### src/core/pcsr_pkg.sv
// constants and types for the phy control and subsystem_device_code register bank
package pcsr_pkg;

  // register byte offsets
  localparam logic [7:0] OFS_PHY0   = 8'hB4;
  localparam logic [7:0] OFS_LINK   = 8'hB8;
  localparam logic [7:0] OFS_PHY2   = 8'hBC;
  localparam logic [7:0] OFS_LANE   = 8'hC0;
  localparam logic [7:0] OFS_CAP    = 8'hC4;
  localparam logic [7:0] OFS_SUBSYS = 8'hC8;

  // byte lanes
  localparam int BYTE_W   = 8;
  localparam int LANE_B0  = 0;
  localparam int LANE_B1  = 1;
  localparam int LANE_B2  = 2;
  localparam int NUM_LANE = 4;

  // capability header
  localparam logic [7:0] CAP_ID   = 8'h0D;
  localparam logic [7:0] NEXT_PTR = 8'hE0;

  // phy control zero at B4
  localparam int AMP_LSB = 16;
  localparam int AMP_MSB = 20;
  localparam logic [4:0] AMP_RESET     = 5'h17;
  localparam logic [4:0] AMP_LOW_DRIVE = 5'h0F;
  localparam logic [4:0] PHY0_RSV_MID  = 5'h0D;
  localparam logic [4:0] PHY0_RSV_HI   = 5'h08;

  // downstream downstream_switch_op_mode, bits 15:8 of B4
  localparam int OPM_LSB = 8;
  localparam int OPM_MSB = 15;
  localparam logic [5:0] PM_PARAM_RESET = 6'h00;
  localparam logic [7:0] OPM_RESET      = {2'h0, PM_PARAM_RESET};
  localparam logic [7:0] OPM_LOW_RSV    = 8'h00;
  localparam int OPM_PM_MSB    = 5;
  localparam int OPM_RXPOL_BIT = 6;
  localparam int OPM_COMPL_BIT = 7;

  // link test word at B8
  localparam logic [7:0] FTS_COUNT  = 8'h30;
  localparam logic [1:0] SCRAMBLE   = 2'h0;
  localparam logic       BOTH_LOW   = 1'h0;
  localparam logic [3:0] TL_NIBBLE  = 4'h4;
  localparam logic [4:0] DEEMPH     = 5'h12;
  localparam logic [4:0] PHY1_RSV_M = 5'h0E;
  localparam logic [4:0] PHY1_RSV_H = 5'h15;
  localparam logic [31:0] LINK_WORD = {1'h0, PHY1_RSV_H, PHY1_RSV_M, DEEMPH,
                                       TL_NIBBLE, 1'h0, BOTH_LOW, SCRAMBLE,
                                       FTS_COUNT};

  // phy control two at BC
  localparam logic [31:0] PHY2_WORD = {1'h0, 1'h0, 4'h6, 4'h3, 2'h1, 4'h0,
                                       3'h0, 2'h3, 2'h3, 1'h0, 1'h0, 3'h2,
                                       4'h7};

  // lane mode at C0
  localparam int LANE_MSB = 6;
  localparam logic [6:0] LANE_RESET = 7'h00;

  // subsystem codes at C8, values arbitrary
  localparam logic [15:0] VENDOR_DEFAULT = 16'hA5C3;
  localparam logic [15:0] DEVICE_DEFAULT = 16'h3C5A;
  localparam logic [31:0] SUBSYS_RESET   = {DEVICE_DEFAULT, VENDOR_DEFAULT};

  // strap settling count after reset release
  localparam logic [1:0] STRAP_SETTLE = 2'h3;

  typedef enum logic {OVR_SMBUS, OVR_EEPROM} pcsr_src_type;
  typedef enum logic {STRAP_WAIT, STRAP_DONE} pcsr_strap_type;

endpackage

### src/core/pcsr_ovr_if.sv
// override write carrier between decoder and register bank
`timescale 1ns/10ps
`default_nettype none
interface pcsr_ovr_if;
  logic        strobe;
  logic        from_eeprom;
  logic        hit_phy0;
  logic        hit_subsys;
  logic [31:0] data;
  logic [3:0]  be;

  modport decoder (output strobe, from_eeprom, hit_phy0, hit_subsys, data, be);
  modport bank    (input  strobe, from_eeprom, hit_phy0, hit_subsys, data, be);
endinterface
`default_nettype wire

### src/core/pcsr_bank.sv
// configuration register bank: phy control, lane mode, subsystem_device_code
`timescale 1ns/10ps
`default_nettype none
// How it works
// A read at C4 returns the capability id 0Dh in bits 7:0.
// A read at C4 returns the next pointer E0h in bits 15:8.
// Bits 15:0 at C8 hold the read-only vendor code, set by override only.
// Bits 31:16 at C8 hold the read-only device code, set by override only.
// Downstream amp resets to 10111b, reflects the strap, takes overrides.
// Upstream drive amplitude resets to 10111b and takes smbus only.
// Overridable fields load their reset value first, then any override.
// The link test word at B8 reads 30h, 00b, 0b and nibble 0100b.
// Reserved bits keep their pattern; writes to read-only bits do nothing.
module pcsr_bank
  import pcsr_pkg::*;
#(
  parameter bit IS_DOWNSTREAM = 1'h1
)
(
  input  wire logic                   clk,
  input  wire logic                   reset,
  input  wire logic                   cfg_req,
  input  wire logic                   cfg_we,
  input  wire logic [7:0]             cfg_addr,
  input  wire logic [3:0]             cfg_be,
  input  wire logic [31:0]            cfg_wdata,
  output var  logic                   cfg_ack,
  output var  logic [31:0]            cfg_rdata,
  input  wire logic                   ovr_valid,
  input  wire pcsr_pkg::pcsr_src_type ovr_src,
  input  wire logic [7:0]             ovr_addr,
  input  wire logic [31:0]            ovr_data,
  input  wire logic [3:0]             ovr_be,
  input  wire logic                   low_drive_strap,
  output var  logic [4:0]             drive_amp,
  output var  logic [5:0]             pm_param,
  output var  logic                   rx_polarity_disable,
  output var  logic                   compliance_parity_disable,
  output var  logic [6:0]             lane_mode
);
  import pcsr_pkg::*;

  pcsr_ovr_if ovr_bus ();

  logic           strap_sync;
  logic [4:0]     amp_reg;
  logic [7:0]     opmode_reg;
  logic [6:0]     lane_reg;
  logic [31:0]    subsys_reg;
  logic           ack_reg;
  logic [31:0]    rdata_reg;
  logic [31:0]    rdata_next;
  logic [15:0]    opm_half;
  logic [1:0]     strap_cnt_reg;
  pcsr_strap_type strap_state_reg;
  logic           strap_load;
  logic           amp_ovr;
  logic           cfg_wr;

  pcsr_sync u_strap_sync
  (
    .clk      (clk),
    .reset    (reset),
    .async_in (low_drive_strap),
    .sync_out (strap_sync)
  );

  pcsr_ovr_decode u_ovr_decode
  (
    .clk       (clk),
    .reset     (reset),
    .ovr_valid (ovr_valid),
    .ovr_src   (ovr_src),
    .ovr_addr  (ovr_addr),
    .ovr_data  (ovr_data),
    .ovr_be    (ovr_be),
    .bus       (ovr_bus)
  );

  assign cfg_wr = cfg_req && cfg_we;

  // eeprom may not touch the upstream amplitude
  assign amp_ovr = ovr_bus.strobe && ovr_bus.hit_phy0 &&
                   ovr_bus.be[LANE_B2] &&
                   (IS_DOWNSTREAM || !ovr_bus.from_eeprom);

  // strap capture once the synchroniser has settled
  assign strap_load = IS_DOWNSTREAM && (strap_state_reg == STRAP_WAIT) &&
                      (strap_cnt_reg == STRAP_SETTLE) && !amp_ovr;

  always_ff @(posedge clk or posedge reset)
  begin
    if (reset)
    begin
      strap_state_reg <= STRAP_WAIT;
      strap_cnt_reg   <= 2'h0;
    end
    else
    begin
      case (strap_state_reg)
        STRAP_WAIT:
        begin
          strap_cnt_reg <= strap_cnt_reg + 2'h1;
          if (amp_ovr || (strap_cnt_reg == STRAP_SETTLE))
            strap_state_reg <= STRAP_DONE;
        end
        STRAP_DONE:
          strap_state_reg <= STRAP_DONE;
        default:
          strap_state_reg <= STRAP_DONE;
      endcase
    end
  end

  // drive amplitude
  always_ff @(posedge clk or posedge reset)
  begin
    if (reset)
      amp_reg <= AMP_RESET;
    else if (amp_ovr)
      amp_reg <= ovr_bus.data[AMP_MSB:AMP_LSB];
    else if (strap_load)
      amp_reg <= strap_sync ? AMP_LOW_DRIVE : AMP_RESET;
  end

  // downstream operation mode bits 15:8
  always_ff @(posedge clk or posedge reset)
  begin
    if (reset)
      opmode_reg <= OPM_RESET;
    else if (IS_DOWNSTREAM && ovr_bus.strobe && ovr_bus.hit_phy0 &&
             ovr_bus.be[LANE_B1])
      opmode_reg <= ovr_bus.data[OPM_MSB:OPM_LSB];
    else if (IS_DOWNSTREAM && cfg_wr && (cfg_addr == OFS_PHY0) &&
             cfg_be[LANE_B1])
      opmode_reg <= cfg_wdata[OPM_MSB:OPM_LSB];
  end

  // lane mode, only bits 6:0 writable
  always_ff @(posedge clk or posedge reset)
  begin
    if (reset)
      lane_reg <= LANE_RESET;
    else if (cfg_wr && (cfg_addr == OFS_LANE) && cfg_be[LANE_B0])
      lane_reg <= cfg_wdata[LANE_MSB:0];
  end

  // subsystem codes, one byte lane per generate entry
  genvar b;
  generate
    for (b = 0; b < NUM_LANE; b++)
    begin : g_subsys
      always_ff @(posedge clk or posedge reset)
      begin
        if (reset)
          subsys_reg[b*BYTE_W +: BYTE_W] <=
            SUBSYS_RESET[b*BYTE_W +: BYTE_W];
        else if (ovr_bus.strobe && ovr_bus.hit_subsys && ovr_bus.be[b])
          subsys_reg[b*BYTE_W +: BYTE_W] <=
            ovr_bus.data[b*BYTE_W +: BYTE_W];
      end
    end
  endgenerate

  // low half of B4 only exists on the downstream side
  assign opm_half = IS_DOWNSTREAM ? {opmode_reg, OPM_LOW_RSV} : 16'h0000;

  // read multiplexer
  always_comb
  begin
    rdata_next = 32'h0;
    case (cfg_addr)
      OFS_PHY0:
        rdata_next = {1'h0, PHY0_RSV_HI, PHY0_RSV_MID, amp_reg,
                      opm_half};
      OFS_LINK:
        rdata_next = LINK_WORD;
      OFS_PHY2:
        rdata_next = PHY2_WORD;
      OFS_LANE:
        rdata_next = {25'h0, lane_reg};
      OFS_CAP:
        rdata_next = {16'h0000, NEXT_PTR, CAP_ID};
      OFS_SUBSYS:
        rdata_next = subsys_reg;
      default:
        rdata_next = 32'h0;
    endcase
  end

  always_ff @(posedge clk or posedge reset)
  begin
    if (reset)
    begin
      ack_reg   <= 1'h0;
      rdata_reg <= 32'h0;
    end
    else
    begin
      ack_reg   <= cfg_req;
      rdata_reg <= (cfg_req && !cfg_we) ? rdata_next : 32'h0;
    end
  end

  assign cfg_ack                   = ack_reg;
  assign cfg_rdata                 = rdata_reg;
  assign drive_amp                 = amp_reg;
  assign pm_param                  = opmode_reg[OPM_PM_MSB:0];
  assign rx_polarity_disable       = opmode_reg[OPM_RXPOL_BIT];
  assign compliance_parity_disable = opmode_reg[OPM_COMPL_BIT];
  assign lane_mode                 = lane_reg;

  // helper copy of the override data for checks
  logic [31:0] ovr_data_d;
  always_ff @(posedge clk or posedge reset)
  begin
    if (reset)
      ovr_data_d <= 32'h0;
    else
      ovr_data_d <= ovr_bus.data;
  end
endmodule // pcsr_bank
`default_nettype wire

### src/core/pcsr_sync.sv
// two flip-flop synchroniser for the strap pin
`timescale 1ns/10ps
`default_nettype none
module pcsr_sync
(
  input  wire logic clk,
  input  wire logic reset,
  input  wire logic async_in,
  output var  logic sync_out
);
  logic meta_reg;

  always_ff @(posedge clk or posedge reset)
  begin
    if (reset)
    begin
      meta_reg <= 1'h0;
      sync_out <= 1'h0;
    end
    else
    begin
      meta_reg <= async_in;
      sync_out <= meta_reg;
    end
  end
endmodule // pcsr_sync
`default_nettype wire

### src/core/pcsr_ovr_decode.sv
// registers and decodes smbus or eeprom default overrides
`timescale 1ns/10ps
`default_nettype none
module pcsr_ovr_decode
  import pcsr_pkg::*;
(
  input  wire logic                  clk,
  input  wire logic                  reset,
  input  wire logic                  ovr_valid,
  input  wire pcsr_pkg::pcsr_src_type ovr_src,
  input  wire logic [7:0]            ovr_addr,
  input  wire logic [31:0]           ovr_data,
  input  wire logic [3:0]            ovr_be,
  pcsr_ovr_if.decoder                bus
);
  logic hit_phy0_next;
  logic hit_subsys_next;

  assign hit_phy0_next   = ovr_valid && (ovr_addr == OFS_PHY0);
  assign hit_subsys_next = ovr_valid && (ovr_addr == OFS_SUBSYS);

  always_ff @(posedge clk or posedge reset)
  begin
    if (reset)
    begin
      bus.strobe      <= 1'h0;
      bus.from_eeprom <= 1'h0;
      bus.hit_phy0    <= 1'h0;
      bus.hit_subsys  <= 1'h0;
      bus.data        <= 32'h0;
      bus.be          <= 4'h0;
    end
    else
    begin
      bus.strobe      <= hit_phy0_next || hit_subsys_next;
      bus.from_eeprom <= (ovr_src == OVR_EEPROM);
      bus.hit_phy0    <= hit_phy0_next;
      bus.hit_subsys  <= hit_subsys_next;
      bus.data        <= ovr_data;
      bus.be          <= ovr_be;
    end
  end
endmodule // pcsr_ovr_decode
`default_nettype wire

### config.mk
export PLATFORM = sky130hd
export DESIGN_NAME = pcsr_bank
export DESIGN_NICKNAME = d
export VERILOG_FILES = /design/src/core/pcsr_pkg.sv /design/src/core/pcsr_ovr_if.sv /design/src/core/pcsr_bank.sv /design/src/core/pcsr_sync.sv /design/src/core/pcsr_ovr_decode.sv
export SDC_FILE = /design/constraint.sdc
export NUM_CORES = 1
export LEC_CHECK = 0
export BUFFER_PORTS_ARGS = -buffer_cell sky130_fd_sc_hd__buf_2
export CORE_MARGIN = 1
export CORE_UTILIZATION = 25
export CTS_CLUSTER_DIAMETER = 100
export CTS_CLUSTER_SIZE = 10
export DETAILED_ROUTE_END_ITERATION = 8
export GPL_TIMING_DRIVEN = 0
export HOLD_SLACK_MARGIN = 0.12
export SETUP_SLACK_MARGIN = 0.5
export SLEW_MARGIN = 0
export SYNTH_ARGS = -nofsm -noshare
export SYNTH_HDL_FRONTEND = slang
export SYNTH_HIERARCHICAL = 1
export SYNTH_SLANG_ARGS = --single-unit
### constraint.sdc
create_clock -name clk -period 2.25 [get_ports clk]
set_input_delay 0.1125 -clock clk [delete_from_list [all_inputs] [get_ports clk]]
set_output_delay 0.1125 -clock clk [all_outputs]
set_load 0.01 [all_outputs]
==> results by group <==
Die
  – Initial Util: 25.4%
  – IO Pins: 148
  – Num rows: 50
  – Die X: 140 µm
  – Core area: 18700 µm²
  – Die Y: 140 µm
  – Die ar.: 19600 µm²

Critical path
  – Startpoint Class: input pin
  – R2R setup slack: 0.70 ns
  – CP Capture Type: register
  – Reg2Reg Depth: 7
  – RR Endpoint: opmode_reg[0]
  – Arr. time, crit path: 2.02 ns
  – Worst Path Required: 2.54 ns
  – Critical-path maximum fanout: 2
  – Kind of critical path: input pin to register
  – Critical R2R Launch: u_ovr_decode/bus.strobe

STA
  – Slew Limit Fails: 0
  – RSZ-0062 raised after global routing: false
  – Fmax: 578 MHz
  – Skew final: 0.0107 ns
  – Hold Vio Cnt, Final: 0
  – Worst hold slack: 0.157 ns
  – Tmin final: 1.73 ns
  – Setup violators final: 0
  – Worst rel slew slack: 27.6%
  – Final period util: 76.9%
  – Worst Tran Pin Value: 1.07 ns

Min path
  – HP Start: cfg_addr[6]
  – Worst Hold Endpoint: cfg_rdata[14]
  – Worst hold path depth: 3
  – Worst hold path class: input pin to register

Global route
  – First-pass GRT wire length: 20.9 mm
  – GRT Residual Overflow: 0
  – Global-route usage over all layers: 14.4%
  – Initial antenna violation count: 0
  – Vias in the first global route: 3783
  – Largest net degree at the start of global routing: 38

Power
  – Static Leak: 3.31 nW
  – Cell Pwr Density: 757 nW/µm²
  – VDD IR max: 0.000484 V

Route
  – Via density: 4.43
  – Wire per inst: 16.3 µm
  – Starting DRT DRC Count: 127
  – ANT nets after route: 0
  – Pre-antenna DRT Iters: 4
  – WL final: 13.2 mm
  – Drt drc: 0
  – Detailed-route via count: 3598

Clock network
  – Clock Path Buffers: 2
  – Clock slew at reported path FFs: 0.05 ns
  – Root Buffer: clkbuf_16
  – CTS buffer count: 17
  – Worst skew pair latency: 0.41 ns
  – CTS sink cnt: 129
  – H-tree depth: 4
  – TritonCTS clock tree: done

Logic synthesis
  – Syn Area/Cell: 13.5 µm²
  – Syn Inst Count: 352
  – Yosys warning total: 6
  – Mapped cell area: 4760 µm²
  – Net count after synthesis: 448

Cells and area
  – Most frequent cells in the layout: buf_2, dfrtp_1, dlygate4sd3_1, mux2_2
  – Layout Cells excl Fill: 812
  – Diode count: 0
  – Finished Core Util: 37.3%
  – Fin nets: 662
  – Commonest non-fill, non-tap cell in the layout: buf_2
  – Area growth syn-to-layout: 46.5%
  – Fillers: 1847
  – Share of cells above drive strength 1: 40.0%

Place
  – Placed cells: 716
  – Number of port buffers: 127
  – Routability congestion estimate: 0.729
  – Placed wire-length estimate: 9.29 mm

Run
  – Max-cap check violation count: 0

Status
  – Status: finished, final reports clean
==> where the power goes <==
group          internal [mW]  total [mW]  switching, mW  leakage [nW]
combinational          0.153       0.282          0.129          1.41
sequential              2.37        2.39         0.0192          1.63
clock                   1.64        2.61          0.961         0.272
total                   4.16        5.27           1.11          3.31
==> layout make-up <==
type	instances	area [µm²]	share of cell area (%)
Buffer	15	77.6	1.11
Clock buffer	24	462	6.62
Clock inverter	7	85.1	1.22
Inverter	6	26.3	0.377
Multi-Input combinational cell	202	1420	20.4
Sequential cell	129	3250	46.7
Tap cell	234	293	4.20
Timing Repair Buffer	195	1350	19.4
==> stage by stage <==
| stage | cell area (µm²) | TNS [ns] | total power [mW] | setup slack [ns] |
|---|---|---|---|---|
| detailed placement | 5760 | -0.00000111 | 2.63 | -0.00000111 |
| finish | 6970 | 0 | 5.27 | 0.519 |
| CTS | 6960 | 0 | 5.34 | 0.561 |
| global route | 6970 | 0 | 5.50 | 0.515 |
| global placement | 5690 | 0 | 2.61 | 0.0367 |
| floorplan | 4760 | 0 | 2.50 | 0.771 |
==> routing by layer <==
metal | global-route usage [%] | share of wire, %
met1 | 18.4 | 45
met2 | 23.6 | 49
met3 | 4.10 | 5.2
met4 | 4.74 | 1.4
met5 | 0 | 0
==> what timing repair did <==
action / CTS / global route
setup endpoints to repair: 7 / 12
gates resized for setup: 1 / 3
hold buffers: 65 / 0
hold endpoints to repair: 121 / 0
pin swaps: 0 / 0
setup buffers: 0 / 0
==> worst max-delay path, stage by stage <==
cell and delay (ns):
dlygate4sd3_1 0.53, buf_2 0.12, nand3_1 0.08, dlygate4sd3_1 0.59, a21oi_2 0.04, dlygate4sd3_1 0.55
==> worst max-delay path by stage <==
stage | startpoint | endpoint | slack, ns | cells past startpoint
global placement | cfg_addr[1] | lane_mode[4] | 0.04 | 5
detailed placement | cfg_addr[1] | lane_mode[5] | -0.000001 | 5
finish | ovr_addr[7] | u_ovr_decode/bus.strobe | 0.52 | 6
global route | ovr_addr[7] | u_ovr_decode/bus.strobe | 0.51 | 6
floorplan | cfg_addr[1] | lane_mode[0] | 0.77 | 4
CTS | ovr_addr[7] | u_ovr_decode/bus.strobe | 0.56 | 6
Power figures use the tool's default switching activity.
